**config.mk**
```make
export PLATFORM = sky130hd
export DESIGN_NAME = h_bridge_control_logic
export DESIGN_NICKNAME = d
export VERILOG_FILES = /design/src/shared/hbridge_pkg.sv /design/src/rtl/limit_pulse.sv /design/src/rtl/h_bridge_control_logic.sv
export SDC_FILE = /design/constraint.sdc
export NUM_CORES = 1
export LEC_CHECK = 0
export BUFFER_PORTS_ARGS = -buffer_cell sky130_fd_sc_hd__buf_2
export CAP_MARGIN = 20
export CELL_PAD_IN_SITES_DETAIL_PLACEMENT = 1
export CELL_PAD_IN_SITES_GLOBAL_PLACEMENT = 2
export CORE_MARGIN = 5
export CORE_UTILIZATION = 30
export CTS_CLUSTER_DIAMETER = 40
export DETAILED_ROUTE_END_ITERATION = 10
export PLACE_DENSITY = 0.9
export SYNTH_ARGS = -nofsm -noshare
export SYNTH_HDL_FRONTEND = slang
export SYNTH_HIERARCHICAL = 1
export SYNTH_SLANG_ARGS = --single-unit
```
**constraint.sdc**
```tcl
create_clock -name hclk -period 3.1 [get_ports hclk]
set_input_delay 0.155 -clock hclk [delete_from_list [all_inputs] [get_ports hclk]]
set_output_delay 0.155 -clock hclk [all_outputs]
set_load 0.02 [all_outputs]
```
**src/shared/hbridge_pkg.sv**
```systemverilog
// Constants, field layout and carrier types of the H-bridge control block.
// Assumes a single 125 MHz clock domain and word-wide AHB-Lite register access.
package hbridge_pkg;

    // Register byte addresses
    localparam logic [7:0] CONFIG_ADDR = 8'h00;
    localparam logic [7:0] STATUS_ADDR = 8'h04;
    localparam logic [7:0] MASK_ADDR = 8'h08;
    localparam logic [7:0] STATE_ADDR = 8'h0C;

    // Configuration field positions
    localparam int CFG_WIDTH = 6;
    localparam int CFG_EN_FIRST_BIT = 0;
    localparam int CFG_EN_SECOND_BIT = 1;
    localparam int CFG_FLAG_MODE_BIT = 2;
    localparam int CFG_SERIAL_CTRL_BIT = 3;
    localparam int CFG_SERIAL_ONE_BIT = 4;
    localparam int CFG_SERIAL_TWO_BIT = 5;
    localparam logic [CFG_WIDTH-1:0] CONFIG_RESET = 6'h03;

    // Event bits, shared by status and mask
    localparam int EVT_WIDTH = 4;
    localparam int EVT_SHUTDOWN_BIT = 0;
    localparam int EVT_SUPPLY_BIT = 1;
    localparam int EVT_LIMIT_BIT = 2;
    localparam int EVT_LOGIC_SUPPLY_BIT = 3;
    localparam logic [EVT_WIDTH-1:0] STATUS_RESET = 4'h0;
    localparam logic [EVT_WIDTH-1:0] MASK_RESET = 4'h0;

    // State register field positions
    localparam int ST_MODE_LSB = 0;
    localparam int ST_LOCKOUT_BIT = 2;
    localparam int ST_FLAG_LOW_BIT = 3;
    localparam int ST_ENABLE_BIT = 4;
    localparam int ST_DISABLE_BIT = 5;
    localparam int ST_ONE_BIT = 6;
    localparam int ST_TWO_BIT = 7;

    // Timing
    localparam int CLK_PERIOD_NS = 8;
    localparam int LIMIT_ON_NS = 16000;
    localparam int LIMIT_ON_CYCLES = (LIMIT_ON_NS + CLK_PERIOD_NS - 1) / CLK_PERIOD_NS;
    localparam int LIMIT_CNT_WIDTH = 12;

    typedef enum logic [1:0] {
        MODE_STANDBY,
        MODE_NORMAL,
        MODE_DIAG,
        MODE_FAULT
    } mode_t;

    typedef struct packed {
        logic drive_input_one;
        logic drive_input_two;
        logic enable_pin_alias;
        logic disable_or_fault_pin;
    } ctrl_pins_t;

    // Level each control pin takes when nothing drives it
    localparam ctrl_pins_t PIN_PULL = '{
        drive_input_one: 1'b1,
        drive_input_two: 1'b1,
        enable_pin_alias: 1'b0,
        disable_or_fault_pin: 1'b1
    };

    typedef struct packed {
        logic supply_under;
        logic over_temp;
        logic over_current;
        logic logic_supply_bad;
        logic limit_one;
        logic limit_two;
    } fault_in_t;

endpackage : hbridge_pkg

```
**src/rtl/limit_pulse.sv**
```systemverilog
// Fixed-length pulse timer for one output under peak current limitation.
// Assumes the trigger is synchronous to hclk.
`timescale 1ns/10ps
module limit_pulse
    import hbridge_pkg::*;
(
    input wire logic hclk,
    input wire logic hresetn,
    input wire logic ce,
    input wire logic trigger,
    output logic active
);

    logic [LIMIT_CNT_WIDTH-1:0] count_q;
    logic [LIMIT_CNT_WIDTH-1:0] count_d;

    always_comb begin
        count_d = count_q;
        if (count_q != '0) begin
            count_d = count_q - 12'h001;
        end else if (trigger) begin
            count_d = LIMIT_CNT_WIDTH'(LIMIT_ON_CYCLES);
        end
    end

    always_ff @(posedge hclk or negedge hresetn) begin
        if (!hresetn) begin
            count_q <= '0;
        end else if (ce) begin
            count_q <= count_d;
        end
    end

    assign active = (count_q != '0);

endmodule : limit_pulse

```
**src/rtl/h_bridge_control_logic.sv**
```systemverilog
// Bridge control logic: pin decoding, fault lockout, flag pin, AHB-Lite registers.
// Assumes pins and fault inputs are synchronous to hclk; outputs z when _oe is low.
//
// Local design decisions: the AHB-Lite register port and the address map.
`timescale 1ns/10ps
module h_bridge_control_logic
    import hbridge_pkg::*;
(
    input wire logic hclk,
    input wire logic hresetn,
    input wire logic ce,
    input wire logic hsel,
    input wire logic [31:0] haddr,
    input wire logic [1:0] htrans,
    input wire logic hwrite,
    input wire logic [2:0] hsize,
    input wire logic [31:0] hwdata,
    input wire logic hready,
    output logic [31:0] hrdata,
    output logic hreadyout,
    output logic hresp,
    input wire ctrl_pins_t pin_level,
    input wire ctrl_pins_t pin_driven,
    input wire fault_in_t fault_in,
    output logic disable_or_fault_pin_o,
    output logic disable_or_fault_pin_oe,
    output logic bridge_output_one_o,
    output logic bridge_output_one_oe,
    output logic bridge_output_two_o,
    output logic bridge_output_two_oe,
    output logic irq
);

    // Register and bus state
    logic [CFG_WIDTH-1:0] config_q;
    logic [CFG_WIDTH-1:0] config_d;
    logic [EVT_WIDTH-1:0] status_q;
    logic [EVT_WIDTH-1:0] status_d;
    logic [EVT_WIDTH-1:0] mask_q;
    logic [EVT_WIDTH-1:0] mask_d;
    logic [7:0] addr_q;
    logic [7:0] addr_d;
    logic wr_q;
    logic wr_d;
    logic [31:0] hrdata_q;
    logic [31:0] hrdata_d;
    logic hreadyout_q;
    logic irq_q;
    logic irq_d;

    // Bridge state
    mode_t mode_q;
    mode_t mode_d;
    logic lockout_q;
    logic lockout_d;
    logic enable_prev_q;
    logic disable_prev_q;
    logic flag_low_q;
    logic flag_low_d;
    logic one_o_q;
    logic one_o_d;
    logic one_oe_q;
    logic one_oe_d;
    logic two_o_q;
    logic two_o_d;
    logic two_oe_q;
    logic two_oe_d;

    // Combinational helpers
    ctrl_pins_t pins;
    logic flag_mode;
    logic disable_active;
    logic bridge_enabled;
    logic channels_on;
    logic shutdown;
    logic reactivate;
    logic outputs_active;
    logic level_one;
    logic level_two;
    logic pulse_one;
    logic pulse_two;
    logic [EVT_WIDTH-1:0] events;
    logic addr_phase;

    // Pin level with the internal pull applied to an open pin
    function automatic ctrl_pins_t resolve_pins(input ctrl_pins_t level,
                                                input ctrl_pins_t driven);
        resolve_pins = (level & driven) | (PIN_PULL & ~driven);
    endfunction : resolve_pins

    // Register read mux
    function automatic logic [31:0] read_word(input logic [7:0] addr,
                                              input logic [CFG_WIDTH-1:0] cfg,
                                              input logic [EVT_WIDTH-1:0] sts,
                                              input logic [EVT_WIDTH-1:0] msk,
                                              input logic [7:0] state);
        case (addr)
            CONFIG_ADDR: read_word = {{(32-CFG_WIDTH){1'b0}}, cfg};
            STATUS_ADDR: read_word = {{(32-EVT_WIDTH){1'b0}}, sts};
            MASK_ADDR: read_word = {{(32-EVT_WIDTH){1'b0}}, msk};
            STATE_ADDR: read_word = {24'h000000, state};
            default: read_word = 32'h00000000;
        endcase
    endfunction : read_word

    assign pins = resolve_pins(pin_level, pin_driven);
    assign flag_mode = config_q[CFG_FLAG_MODE_BIT];
    assign disable_active = flag_mode ? 1'b0 : pins.disable_or_fault_pin;
    assign bridge_enabled = pins.enable_pin_alias & ~disable_active;
    assign channels_on = config_q[CFG_EN_FIRST_BIT] & config_q[CFG_EN_SECOND_BIT];
    assign shutdown = fault_in.over_temp | fault_in.over_current;

    // Release on enable rise or disable fall
    assign reactivate = (pins.enable_pin_alias & ~enable_prev_q & ~disable_active)
                      | (~flag_mode & ~pins.disable_or_fault_pin & disable_prev_q
                         & pins.enable_pin_alias);

    assign outputs_active = (mode_d == MODE_NORMAL);

    assign level_one = config_q[CFG_SERIAL_CTRL_BIT] ? config_q[CFG_SERIAL_ONE_BIT]
                                                     : pins.drive_input_one;
    assign level_two = config_q[CFG_SERIAL_CTRL_BIT] ? config_q[CFG_SERIAL_TWO_BIT]
                                                     : pins.drive_input_two;

    limit_pulse u_pulse_one (
        .hclk(hclk),
        .hresetn(hresetn),
        .ce(ce),
        .trigger(fault_in.limit_one & outputs_active),
        .active(pulse_one)
    );

    limit_pulse u_pulse_two (
        .hclk(hclk),
        .hresetn(hresetn),
        .ce(ce),
        .trigger(fault_in.limit_two & outputs_active),
        .active(pulse_two)
    );

    // Bridge next state
    always_comb begin
        lockout_d = shutdown | (lockout_q & ~reactivate);
        if (fault_in.logic_supply_bad) begin
            mode_d = MODE_STANDBY;
        end else if (lockout_d | fault_in.supply_under) begin
            mode_d = MODE_FAULT;
        end else if (bridge_enabled & channels_on) begin
            mode_d = MODE_NORMAL;
        end else if (~bridge_enabled & channels_on) begin
            mode_d = MODE_DIAG;
        end else begin
            mode_d = MODE_STANDBY;
        end
        // Flag low on shutdown faults or enable low
        flag_low_d = flag_mode & ~fault_in.logic_supply_bad
                   & (fault_in.supply_under | lockout_d | ~pins.enable_pin_alias);
        one_o_d = 1'b0;
        two_o_d = 1'b0;
        one_oe_d = 1'b0;
        two_oe_d = 1'b0;
        case (mode_d)
            MODE_NORMAL: begin
                one_o_d = level_one | pulse_one;
                two_o_d = level_two | pulse_two;
                one_oe_d = 1'b1;
                two_oe_d = 1'b1;
            end
            MODE_STANDBY, MODE_DIAG, MODE_FAULT: begin
                one_oe_d = 1'b0;
                two_oe_d = 1'b0;
            end
            default: begin
                one_oe_d = 1'b0;
                two_oe_d = 1'b0;
            end
        endcase
    end

    always_ff @(posedge hclk or negedge hresetn) begin
        if (!hresetn) begin
            mode_q <= MODE_STANDBY;
            lockout_q <= 1'b0;
            enable_prev_q <= 1'b0;
            disable_prev_q <= 1'b1;
            flag_low_q <= 1'b0;
            one_o_q <= 1'b0;
            one_oe_q <= 1'b0;
            two_o_q <= 1'b0;
            two_oe_q <= 1'b0;
        end else if (ce) begin
            mode_q <= mode_d;
            lockout_q <= lockout_d;
            enable_prev_q <= pins.enable_pin_alias;
            disable_prev_q <= pins.disable_or_fault_pin;
            flag_low_q <= flag_low_d;
            one_o_q <= one_o_d;
            one_oe_q <= one_oe_d;
            two_o_q <= two_o_d;
            two_oe_q <= two_oe_d;
        end
    end

    // Sticky events
    always_comb begin
        events = '0;
        events[EVT_SHUTDOWN_BIT] = shutdown;
        events[EVT_SUPPLY_BIT] = fault_in.supply_under;
        events[EVT_LIMIT_BIT] = pulse_one | pulse_two;
        events[EVT_LOGIC_SUPPLY_BIT] = fault_in.logic_supply_bad;
    end

    assign addr_phase = hsel & htrans[1] & hready;

    // Register file and bus next state
    always_comb begin
        config_d = config_q;
        mask_d = mask_q;
        status_d = status_q;
        addr_d = addr_q;
        wr_d = 1'b0;
        if (wr_q && addr_q == CONFIG_ADDR) begin
            config_d = hwdata[CFG_WIDTH-1:0];
        end
        if (wr_q && addr_q == MASK_ADDR) begin
            mask_d = hwdata[EVT_WIDTH-1:0];
        end
        if (wr_q && addr_q == STATUS_ADDR) begin
            status_d = status_q & ~hwdata[EVT_WIDTH-1:0];
        end
        status_d = status_d | events;
        if (addr_phase) begin
            // Addresses above the low byte map to nothing
            addr_d = (haddr[31:8] == 24'h000000) ? haddr[7:0] : 8'hFF;
            wr_d = hwrite;
        end
        hrdata_d = hrdata_q;
        if (addr_phase && !hwrite) begin
            hrdata_d = read_word(addr_d, config_d, status_d, mask_d,
                                 {two_o_q, one_o_q, pins.disable_or_fault_pin,
                                  pins.enable_pin_alias, flag_low_q, lockout_q,
                                  2'(mode_q)});
        end
        irq_d = |(status_d & mask_d);
    end

    always_ff @(posedge hclk or negedge hresetn) begin
        if (!hresetn) begin
            config_q <= CONFIG_RESET;
            status_q <= STATUS_RESET;
            mask_q <= MASK_RESET;
            addr_q <= 8'h00;
            wr_q <= 1'b0;
            hrdata_q <= 32'h00000000;
            hreadyout_q <= 1'b1;
            irq_q <= 1'b0;
        end else if (ce) begin
            config_q <= config_d;
            status_q <= status_d;
            mask_q <= mask_d;
            addr_q <= addr_d;
            wr_q <= wr_d;
            hrdata_q <= hrdata_d;
            hreadyout_q <= 1'b1;
            irq_q <= irq_d;
        end
    end

    assign hrdata = hrdata_q;
    assign hreadyout = hreadyout_q;
    assign hresp = 1'b0;
    assign irq = irq_q;
    assign disable_or_fault_pin_o = 1'b0;
    assign disable_or_fault_pin_oe = flag_low_q;
    assign bridge_output_one_o = one_o_q;
    assign bridge_output_one_oe = one_oe_q;
    assign bridge_output_two_o = two_o_q;
    assign bridge_output_two_oe = two_oe_q;

endmodule : h_bridge_control_logic

```
== Word-level counts from Yosys, hierarchy flattened ==
Index checks and enable logic that the tools add are counted.
Operators by class
  $add $sub $neg: 2
  eq/ne operators: 8
  muxes and demuxes: 21
  bitwise operators: 39
  reductions and logical operators: 18
Operators by type and width (number)
  $mux 12: 4
  $pmux 8 s4: 1
  $eq 8x4->1 const B: 3
  $logic_not 24->1: 1
  $reduce_bool 12->1: 2
  $sub 12x1->12 const B: 2
  $and 1x1->1: 16
  $eq 8x3->1 const B: 2
  $logic_not 8->1: 2
  $mux 8: 2
  $and 4x4->4: 3
  $mux 2: 4
  $mux 4: 2
  $not 1->1: 8
  $not 4->4: 2
  $or 1x1->1: 8
  $or 4x4->4: 2
  $mux 1: 6
  $mux 6: 1
  $reduce_and 2->1: 3
  $eq 2x2->1 const B: 2
  $logic_and 1x1->1: 4
  $reduce_bool 2->1: 2
  $reduce_or 4->1: 1
  other kinds (5): 5
Storage, ports and cells
  register bits after elaboration: 89
  input bits: 89
  output and inout bits: 41
  word-level logic and storage cells: 105

== Depth between registers and ports, before layout ==
Gate-level depths: netlist of run 1.
  word-level depth: 17
  depth in mapped cells: 9
  mapped depth without buffers: 9

== Cells and area by module ==
The synthesis of run 1 kept the hierarchy.
Modules (own cells, without submodules)
  h_bridge_control_logic: times used 1, cells an instance 256, area each 2447.3 um2, seq. area each 1029.7 um2
  limit_pulse: times used 2, cells an instance 72, area each 734.5 um2, seq. area each 300.3 um2

== Least setup slack after synthesis of run 1 ==
Ideal clock, no wire load.
  path type: flip-flop to flip-flop
  start point: register disable_prev_q
  end point: register u_pulse_one.count_q[3]
  library setup time: 125 ps
  data arrival time: 2411 ps
  required time: 2975 ps
  slack: 563 ps
  stages on the path, launching flop included: 10
  buffers on the path: 0
  clock period less this slack: 2537 ps
  cells stage by stage: dfstp_2 > nor2b_1 > o221ai_1 > a211o_1 > nor4_2 > and2_1 > or2_2 > o41ai_4 > nor4_1 > mux2_4
On the way
  longest elaborated chain between the ends: 13
RTL lines
  start: declaration: RTL line h_bridge_control_logic.sv:57  | logic disable_prev_q;
  start signal: assignment: RTL line h_bridge_control_logic.sv:195  | disable_prev_q <= pins.disable_or_fault_pin;
  $and 1x1->1: RTL line h_bridge_control_logic.sv:115  | | (~flag_mode & ~pins.disable_or_fault_pin & disable_prev_q
  $and 1x1->1: RTL line h_bridge_control_logic.sv:116  | & pins.enable_pin_alias);
  $or 1x1->1: RTL line h_bridge_control_logic.sv:115
  $not 1->1: RTL line h_bridge_control_logic.sv:143  | lockout_d = shutdown | (lockout_q & ~reactivate);
  $and 1x1->1: RTL line h_bridge_control_logic.sv:143
  $or 1x1->1: RTL line h_bridge_control_logic.sv:143
  $or 1x1->1: RTL line h_bridge_control_logic.sv:146  | end else if (lockout_d | fault_in.supply_under) begin
  $mux 2: RTL line h_bridge_control_logic.sv:146
  $mux 2: RTL line h_bridge_control_logic.sv:144  | if (fault_in.logic_supply_bad) begin
  $eq 2x1->1: RTL line h_bridge_control_logic.sv:118  | assign outputs_active = (mode_d == MODE_NORMAL);
  $and 1x1->1: RTL line h_bridge_control_logic.sv:129  | .trigger(fault_in.limit_one & outputs_active),
  $reduce_bool 2->1 (no line)
  $reduce_and 2->1 (no line)
  end signal: assignment: RTL line limit_pulse.sv:30  | count_q <= count_d;
  end: declaration: RTL line limit_pulse.sv:14  | logic [LIMIT_CNT_WIDTH-1:0] count_q;
No other way between the ends.
A chain may end at the register's enable or synchronous reset.

== Final worst setup path of run 1 ==
  start point: register disable_prev_q
  end point: register u_pulse_two.count_q[3]
On the way
  longest elaborated chain between the ends: 13
RTL lines
  $and 1x1->1: RTL line h_bridge_control_logic.sv:115
  $and 1x1->1: RTL line h_bridge_control_logic.sv:116
  $or 1x1->1: RTL line h_bridge_control_logic.sv:115
  $not 1->1: RTL line h_bridge_control_logic.sv:143
  $and 1x1->1: RTL line h_bridge_control_logic.sv:143
  $or 1x1->1: RTL line h_bridge_control_logic.sv:143
  $or 1x1->1: RTL line h_bridge_control_logic.sv:146
  $mux 2: RTL line h_bridge_control_logic.sv:146
  $mux 2: RTL line h_bridge_control_logic.sv:144
  $eq 2x1->1: RTL line h_bridge_control_logic.sv:118
  $and 1x1->1: RTL line h_bridge_control_logic.sv:137  | .trigger(fault_in.limit_two & outputs_active),
  $reduce_bool 2->1 (no line)
  $reduce_and 2->1 (no line)
  end signal: assignment: RTL line limit_pulse.sv:30
  end: declaration: RTL line limit_pulse.sv:14
No other way between the ends.

==> results.md, run 1 <==
* Status: finished clean
* GPL Wtd Cong at 0.7663
* Initial Util at 0.3078
* Post-CTS resize count at 0
* Gr usage total at 0.1436
* I/O pins at 130
* Yosys reg bits at 65
* Post-synth EDFFs at 0
* Core ar. at 0.01272 mm²
* Row count at 41
* DRC viols at 0
* Total power divided by cell area at 650.4 mW/mm²
* Fin. Hold Viols at 0
* MaxCap Viol Count at 0
* DP HPWL at 8.403 mm
* Final core occ at 0.3703
* Setup violation total in the final timing report at 0
* Synth Cell Area at 0.003916 mm²
* Root buf cell: clkbuf_16
* Initial antenna violation count at 0
* Yosys Warn Count at 6
* Sequential share of the synthesized area at 0.4163
* Final Cycle Share at 0.9380
* Main synth FF type: dfrtp_1
* Largest net degree at the start of global routing at 45
* Via Count at 3,303
* Hold crit path type: input port to flip-flop
* Gate Count Post-Synth at 400
* Worst-margin pin slew at 0.9688 ns
* Vias in the first global route at 3,663
* NumNets Final at 570
* Mean Syn Cell Area at 9.791 µm²
* Worst setup path class: flip-flop to flip-flop
* Post-place setup slack at 0.2081 ns
* Final WL at 11.07 mm
* Worst-skew pair later-pin latency at 0.32 ns
* Setup WS post-layout at 0.1922 ns
* Pre-antenna DRT Iters at 4
* Max Fclk at 0.3439 GHz
* Fill cell count at 1,519
* Clock skew at 0.003238 ns
* Clock slew at reported path FFs at 0.05 ns
* Max-slew headroom at 0.3518
* CTS tree: built
* Tmin final at 2.908 ns
* Crit path DAT at 3.12 ns
* Synth async-reset ratio at 1.000
* Chip Height at 124.3 µm
* Avg WL per Cell at 16.92 µm
* Port buffer count at 72
* Worst vdd ir at 0.2425 mV
* Leak Pwr at 2.163 nW
* Remaining global-route overflow at 0
* First-pass GRT wire length at 18.35 mm
* # diodes at 0
* Clk buf depth at 2
* Iteration-0 DRC Markers at 153
* Fin. max-slew vios at 0
* Die ar. at 0.01544 mm²
* H-tree Lvls at 3
* Vias per inst at 5.050
* Layout cell share with drive strength beyond 1 at 0.2946
* RSZ-0062 raised after global routing: no
* Distinct cells, synth at 60
* Die width at 124.3 µm
* CTS Buf Count at 9
* Endpoint class of the critical path: flip-flop
* Crit-path max FO at 5
* Area grow syn2layout at 20.29%
* Critical Path RT at 3.31 ns
* Sink Count at 65
* Sum Neg Setup Slack at 0 ns
* Final ANT Viol Nets at 0
* Placed inst area at 0.004352 mm²
* Cell area after layout at 0.004711 mm²
* Crit path launch type: flip-flop
## power by group
part | internal (mW) | switching (mW)
Combinational | 0.311 | 0.424
Sequential | 1.02 | 0.179
Clock | 0.771 | 0.363
## flip-flops by register name (all words and copies together), names as in the netlist
| signal | count |
|---|---|
| config_q | 6 |
| mask_q | 4 |
| mode_q | 2 |
| bridge_output_two_o | 1 |
| u_pulse_one/count_q | 12 |
| irq | 1 |
| bridge_output_two_oe | 1 |
| lockout_q | 1 |
| wr_q | 1 |
| disable_prev_q | 1 |
| disable_or_fault_pin_oe | 1 |
| enable_prev_q | 1 |
| u_pulse_two/count_q | 12 |
| status_q | 4 |
| hrdata | 8 |
| bridge_output_one_o | 1 |
| addr_q | 8 |
## per-layer routing
layer	share of wire	routed length, µm	vias to the layer above	GRT usage
met1	0.42	4691	1684	0.1678
met3	0.027	303	13	0.02530
met4	0.014	157	0	0.04513
met2	0.53	5914	50	0.2649
li1	-	-	1556	-
met5	0	0	-	0
## final cells by class
cell class | count | area (µm²) | share of cell area
well taps | 172 | 215.2 | 0.04568
clock buffers | 14 | 274.0 | 0.05817
inverters | 13 | 48.80 | 0.01036
flip-flops and latches | 65 | 1630 | 0.3461
repair buffers | 81 | 430.4 | 0.09137
multi-input cells | 307 | 2052 | 0.4356
clock inverters | 2 | 60.06 | 0.01275
## final timing paths
path	start	endpoint	slack, ns	cells after the start
max	disable_prev_q$_DFFE_PN1P_	u_pulse_two/count_q[3]$_DFFE_PN0P_	0.19	10
min	hwdata[4]	config_q[4]$_DFFE_PN0P_	0.08	2
max reg2reg	disable_prev_q$_DFFE_PN1P_	u_pulse_two/count_q[3]$_DFFE_PN0P_	0.19	10
min reg2reg	u_pulse_two/count_q[7]$_DFFE_PN0P_	u_pulse_two/count_q[7]$_DFFE_PN0P_	0.48	1
max in group asynchronous	hresetn	config_q[0]$_DFFE_PN1P_	1.77	3
min in group asynchronous	hresetn	bridge_output_two_oe$_DFFE_PN0P_	0.36	2
## metrics by stage
stage | power [mW] | hold slack (ns) | std cells
final | 3.064 | 0.08227 | 654
after global routing | 3.243 | 0.08572 | 654
after CTS | 3.093 | 0.07424 | 652
after detailed placement | 1.939 | 0.1703 | 635
after global placement | 1.881 | 0.1672 | 635
after floorplan | 1.755 | -0.1406 | 425
## kinds of logic after synthesis
family / share of synthesized area
other: 0.001918
AND/OR/NAND/NOR: 0.2265
AO/OA/AOI/OAI: 0.1553
flip-flops: 0.4163
adder cells (fa/ha/maj): 0.01278
multiplexers: 0.1035
buffers and inverters: 0.08370
## repair_timing
action | in CTS | in global routing
endpoints found under the hold margin | 21 | 0
hold buffers | 1 | 0
setup endpoints to repair | 0 | 2
buffers inserted | 0 | 2
## cells in the final DEF, fill, tap and decap left out, drive strengths merged, types with 8 or more instances in the layout
| cell type | n |
|---|---|
| buf | 80 |
| dfrtp | 62 |
| nor2 | 56 |
| nand2 | 27 |
| conb | 27 |
| mux2 | 23 |
| a21oi | 20 |
| o21ai | 19 |
| clkbuf | 14 |
| inv | 13 |
| mux2i | 12 |
| nor4 | 12 |
| nand4 | 9 |
| nor3 | 8 |
| nand3 | 8 |
## synthesized netlist by cell type (3+ instances only)
cell type,count,share of area
mux2_4,7,0.027
buf_6,3,0.0086
inv_1,13,0.012
nor4_1,8,0.013
nor2b_1,6,0.0096
dfstp_2,3,0.020
mux2i_1,12,0.031
mux2_2,15,0.043
o22ai_1,5,0.0080
buf_4,28,0.054
nand2_1,27,0.026
or2_2,5,0.0080
nand4_1,9,0.014
clkbuf_1,8,0.0077
a21oi_1,20,0.026
o221ai_1,5,0.011
a22oi_1,3,0.0058
a31oi_1,7,0.011
nand3b_1,5,0.0096
nor2_1,56,0.054
ha_1,4,0.013
nand3_1,7,0.0089
or4_1,4,0.0077
nor3_1,7,0.0089
o21ai_0,19,0.024
and2_1,3,0.0048
dfrtp_1,62,0.40
## worst max-delay path, stage by stage (launching register included)
cell,delay [ns]
dfstp_2,0.52
nor2b_1,0.15
o221ai_1,0.16
a211o_1,0.38
nor4_2,0.26
buf_4,0.20
and2_1,0.20
or2_2,0.17
o41ai_4,0.08
nor4_1,0.32
mux2_4,0.34
(Power assumes the default switching activity.)
==> inputs of run 2 (changes only) <==
==> constraint.sdc (replaced) <==
create_clock -name hclk -period 3.1 [get_ports hclk]
set_input_delay 0.62 -clock hclk [delete_from_list [all_inputs] [get_ports hclk]]
set_output_delay 0.62 -clock hclk [all_outputs]
set_load 0.02 [all_outputs]
==> results.md, run 2 (synthesis results as in run 1) <==
* Status: finished clean
* H-tree Lvls at 3 (unchanged)
* Fin. max-slew vios at 0 (unchanged)
* R2r setup slk at 0.16 ns (-0.03 ns)
* Critical path startpoint: u_pulse_one/count_q[0]$_DFFE_PN0P_
* DRC viols at 0 (unchanged)
* Worst r2r src: u_pulse_one/count_q[0]$_DFFE_PN0P_
* Vias per inst at 4.954 (-1.9%)
* Avg WL per Cell at 16.75 µm (-1.0%)
* Worst setup path class: flip-flop to flip-flop
* Max-slew headroom at 0.4379 (+0.08616)
* Min-delay src: mode_q[1]$_DFFE_PN0P_
* Worst-skew pair later-pin latency at 0.33 ns (about the same)
* Sum Neg Setup Slack at 0 ns (unchanged)
* Setup violation total in the final timing report at 0 (unchanged)
* Worst-margin pin slew at 0.8431 ns (-0.1257 ns)
* Crit-path max FO at 7 (+2)
* Area grow syn2layout at 18.98%
* Cts hold-fix bufs at 0 (-1)
* Reg2Reg Depth at 7 (-3)
* MaxCap Viol Count at 0 (unchanged)
* Vias in the first global route at 3,571 (-2.5%)
* Tmin final at 2.936 ns (+0.02800 ns)
* Initial Util at 0.3078 (unchanged)
* Final core occ at 0.3662 (-0.004032)
* GPL Wtd Cong at 0.7758 (+1.2%)
* Commonest cells after routing, fill and taps aside: buf_2 (72), dfrtp_1 (62), nor2_1 (56)
* CP max stage delay at 0.59 ns (+0.07 ns)
* CTS Buf Count at 9 (unchanged)
* Layout cell share with drive strength beyond 1 at 0.2940 (-0.0006099)
* Most common cell after layout, fill and taps aside: buf_2
* Crit-path cells: inv_1, ha_1, or4b_4, or4_1, a211oi_1, o221ai_1, o22a_1
* Fill cell count at 1,520 (+0.066%)
* Post-CTS setup buffers at 0 (unchanged)
* Pre-antenna DRT Iters at 4 (unchanged)
* Row count at 41 (unchanged)
* Endpoint class of the critical path: flip-flop
* Final Cycle Share at 0.9470 (+0.009034)
* Clk buf depth at 2 (unchanged)
* First-pass GRT wire length at 18.31 mm (-0.23%)
* Port buffer count at 72 (unchanged)
* # diodes at 0 (unchanged)
* Total power divided by cell area at 615.1 mW/mm² (-5.4%)
* Worst vdd ir at 0.2744 mV (+13%)
* Die width at 124.3 µm (unchanged)
* Final ANT Viol Nets at 0 (unchanged)
* Final WL at 10.97 mm (-0.87%)
* DP HPWL at 8.366 mm (-0.44%)
* Die ar. at 0.01544 mm² (unchanged)
* Initial antenna violation count at 0 (unchanged)
* Hold crit path type: flip-flop to flip-flop
* Clock slew at reported path FFs at 0.06 ns (about the same)
* Gr usage total at 0.1460 (+0.002397)
* Clock skew at 0.008515 ns (+0.005277 ns)
* Crit path DAT at 3.14 ns (+0.02 ns)
* Crit path launch type: flip-flop
* Leak Pwr at 2.138 nW (-1.2%)
* Worst path slowest cell: or4_1
* NumNets Final at 571 (+0.18%)
* CTS tree: built
* Via Count at 3,245 (-1.8%)
* Iteration-0 DRC Markers at 169 (+10%)
* Core ar. at 0.01272 mm² (unchanged)
* Hold Path Depth at 2 (unchanged)
* Sink Count at 65 (unchanged)
* Root buf cell: clkbuf_16
* Chip Height at 124.3 µm (unchanged)
* I/O pins at 130 (unchanged)
* RSZ-0062 raised after global routing: no
* Largest net degree at the start of global routing at 66 (+47%)
* Sequential cell area at 0.001630 mm² (unchanged)
* Area of the multi-input gates at 0.002058 mm² (+0.30%)
* Remaining global-route overflow at 0 (unchanged)
* Hold Path Sink: mode_q[1]$_DFFE_PN0P_
* FF-to-FF End: irq$_DFFE_PN0P_
* Fin. Hold Viols at 0 (unchanged)
* Largest regs: u_pulse_one/count_q x12, u_pulse_two/count_q x12
* Max Fclk at 0.3406 GHz (-0.95%)
* Critical Path RT at 3.31 ns (about the same)
==> run 2: cell count changes in the layout (fill, tap and decap cells not counted), sizes merged <==
| cell | before | now |
|---|---|---|
| clkbuf | 14 | 16 |
| buf | 80 | 82 |
| bufinv | 2 | 0 |
| dlygate4sd3 | 1 | 0 |
==> run 2: power by group <==
group | leakage [nW] | switching [mW] | internal (mW)
registers | 0.778 | 0.183 | 1.02
clock network | 0.131 | 0.343 | 0.586
logic | 1.23 | 0.423 | 0.313
==> run 2: final cells by class <==
class                   instances  share of cell area
inverters                      13             0.01047
multi-input cells             307              0.4417
well taps                     172             0.04619
clock buffers                  16             0.05827
flip-flops and latches         65              0.3499
repair buffers                 82             0.09345
==> run 2: how the worst max path moves through the flow <==
stage	to	slack (ns)	cells after the start
finish	irq$_DFFE_PN0P_	0.16	7
global route	u_pulse_one/count_q[3]$_DFFE_PN0P_	0.04	10
CTS	irq$_DFFE_PN0P_	0.18	7
detailed placement	u_pulse_two/count_q[3]$_DFFE_PN0P_	-0.09	11
global placement	u_pulse_two/count_q[3]$_DFFE_PN0P_	-0.01	11
floorplan	u_pulse_one/count_q[3]$_DFFE_PN0P_	0.35	9
==> run 2: per-stage QoR <==
stage	setup WS (ns)	std cells	total power, mW	hold WS [ns]	area (µm²)
after global placement	-0.01291	639	1.882	0.4638	4382
final	0.1642	655	2.866	0.4786	4659
after floorplan	0.3482	425	1.755	0.3244	4010
after detailed placement	-0.09050	639	1.941	0.4712	4382
after global routing	0.03668	655	3.049	0.5140	4659
after CTS	0.1810	655	2.890	0.4829	4653
==> run 2: what timing repair did <==
item | CTS | global route
resized for setup | 0 | 1
setup endpoints to repair | 0 | 1
hold endpoints to repair | 0 | 0
==> run 2: layer usage <==
layer	part of all wire	routed length, µm	vias to the layer above	global-route usage
met5	0	0	-	0
met4	0.017	183	0	0.05093
met3	0.032	352	13	0.03173
met2	0.54	5970	47	0.2615
met1	0.41	4464	1622	0.1714
li1	-	-	1563	-
==> run 2: critical path: cells and delay by family (launching register included) <==
kind / cells / cell delay (ns)
flops: 1 / 0.42
fa+ha+maj: 1 / 0.15
buf+inv: 1 / 0.10
compound gates: 3 / 1.03
simple gates: 2 / 1.12
==> inputs of run 3 (changes only) <==
CORE_ASPECT_RATIO = 1.25   (was default)
==> results.md, run 3 (synthesis results as in run 1) <==
* Status: finished clean
* MaxCap Viol Count at 0 (unchanged)
* Fill cell count at 1,502 (-1.2%)
* Post-CTS resize count at 0 (unchanged)
* NumNets Final at 572 (+0.18%)
* Fin. max-slew vios at 0 (unchanged)
* First-pass GRT wire length at 17.95 mm (-2.0%)
* Die width at 112.2 µm (-9.7%)
* Setup violation total in the final timing report at 0 (unchanged)
* Iteration-0 DRC Markers at 121 (-28%)
* Row count at 46 (+12%)
* I/O pins at 130 (unchanged)
* Gr usage total at 0.1467 (+0.0007326)
* Area of the multi-input gates at 0.002052 mm² (-0.30%)
* Final WL at 11.10 mm (+1.2%)
* Worst-margin pin slew at 0.7189 ns (-0.1243 ns)
* Root buf cell: clkbuf_16
* Initial antenna violation count at 0 (unchanged)
* Crit path DAT at 3.12 ns (-0.02 ns)
* Cells after DPL at 636 (-0.47%)
* Die ar. at 0.01545 mm² (about the same)
* Hold crit path type: input port to asynchronous set/reset pin
* CTS Buf Count at 9 (unchanged)
* Leak Pwr at 2.172 nW (+1.6%)
* Clk buf depth at 2 (unchanged)
* Endpoint class of the critical path: flip-flop
* Port buffer count at 72 (unchanged)
* Clock skew at 0.005697 ns (-0.002818 ns)
* Total power divided by cell area at 646.3 mW/mm² (+5.1%)
* Sum Neg Setup Slack at 0 ns (unchanged)
* Final ANT Viol Nets at 0 (unchanged)
* Vias in the first global route at 3,637 (+1.8%)
* GPL Wtd Cong at 0.8402 (+8.3%)
* CP max stage delay at 0.53 ns (-0.06 ns)
* DP HPWL at 8.484 mm (+1.4%)
* # diodes at 0 (unchanged)
* Sequential cell area at 0.001630 mm² (unchanged)
* Largest net degree at the start of global routing at 37 (-44%)
* Critical Path RT at 3.32 ns (about the same)
* Post-CTS setup buffers at 0 (unchanged)
* Worst vdd ir at 0.2241 mV (-18%)
* Core ar. at 0.01278 mm² (+0.43%)
* Chip Height at 137.7 µm (+11%)
* Fin cells at 652 (-0.46%)
* Via Count at 3,324 (+2.4%)
* DRC viols at 0 (unchanged)
* Worst path slowest cell: dfstp_2
* Area grow syn2layout at 20.45%
* Largest regs: u_pulse_one/count_q x12, u_pulse_two/count_q x12
* Crit-path cells: nor2b_1, o221ai_1, a211o_1, nor4_2, buf_4, and2_1, or2_2, o41ai_4, nor4_1, mux2_4
* Remaining global-route overflow at 0 (unchanged)
* Fin. Hold Viols at 0 (unchanged)
* Pre-antenna DRT Iters at 4 (unchanged)
* Max-slew headroom at 0.5207 (+0.08283)
* Sink Count at 65 (unchanged)
* Cts hold-fix bufs at 0 (unchanged)
* Commonest cells after routing, fill and taps aside: buf_2 (72), dfrtp_1 (62), nor2_1 (56)
* CTS tree: built
* H-tree Lvls at 3 (unchanged)
* Vias per inst at 5.098 (+2.9%)
* Tmin final at 2.897 ns (-0.03851 ns)
* Crit path launch type: flip-flop
* Clock slew at reported path FFs at 0.06 ns (about the same)
* Worst setup path class: flip-flop to flip-flop
* RSZ-0062 raised after global routing: no
* Crit-path max FO at 5 (-2)
* Final core occ at 0.3692 (+0.002927)
* Final Cycle Share at 0.9346 (-0.01242)
* Worst-skew pair later-pin latency at 0.34 ns (about the same)
* Most common cell after layout, fill and taps aside: buf_2
* Avg WL per Cell at 17.03 µm (+1.7%)
* Max Fclk at 0.3451 GHz (+1.3%)
* Layout cell share with drive strength beyond 1 at 0.3017 (+0.007657)
* Initial Util at 0.3065 (-0.001326)
## run 3: cell type report
type / count / share of cell area
clock buffer: 10 / 0.04854
clock inverter: 6 / 0.01936
inverter: 13 / 0.01034
multi-input combinational: 307 / 0.4350
sequential: 65 / 0.3456
tap: 168 / 0.04456
timing repair buffer: 83 / 0.09655
## run 3: worst max-delay path: cells and delay by family (launching register included)
kind                   cells  cell delay, ns
buffers and inverters      1            0.19
AOI/OAI and AO/OA          3            0.60
DFF                        1            0.53
muxes                      1            0.34
and+or+nand+nor            5            1.11
## run 3: through the flow
step | area (µm²) | total power [mW] | hold slack [ns] | worst slack [ns]
2_1_floorplan | 4010 | 1.755 | 0.3244 | 0.3482
3_3_place_gp | 4397 | 1.879 | 0.4625 | 0.04999
3_5_place_dp | 4397 | 1.941 | 0.4723 | 0.002745
4_1_cts | 4717 | 3.063 | 0.3526 | 0.1814
5_1_grt | 4717 | 3.199 | 0.3830 | 0.03809
6_report | 4717 | 3.049 | 0.3383 | 0.2027
## run 3: routing by layer
metal	vias to the layer above	share of wire	track usage
met4	0	0.022	0.06947
met2	95	0.53	0.2707
li1	1565	-	-
met5	-	0	0
met1	1648	0.40	0.1621
met3	16	0.047	0.02768
## run 3: path summary, 6_finish.rpt
path | startpoint | endpoint | slack [ns] | depth (start not counted)
max | disable_prev_q$_DFFE_PN1P_ | u_pulse_one/count_q[3]$_DFFE_PN0P_ | 0.20 | 10
min | hresetn | u_pulse_two/count_q[9]$_DFFE_PN0P_ | 0.34 | 1
max reg2reg | disable_prev_q$_DFFE_PN1P_ | u_pulse_one/count_q[3]$_DFFE_PN0P_ | 0.20 | 10
min reg2reg | u_pulse_one/count_q[7]$_DFFE_PN0P_ | u_pulse_one/count_q[7]$_DFFE_PN0P_ | 0.48 | 1
max in group asynchronous | hresetn | status_q[1]$_DFFE_PN0P_ | 2.12 | 2
min in group hclk | u_pulse_one/count_q[7]$_DFFE_PN0P_ | u_pulse_one/count_q[7]$_DFFE_PN0P_ | 0.48 | 1
## run 3: where the power goes
part           internal [mW]  switching (mW)
combinational          0.310           0.439
clock                  0.708           0.398
sequential              1.02           0.177
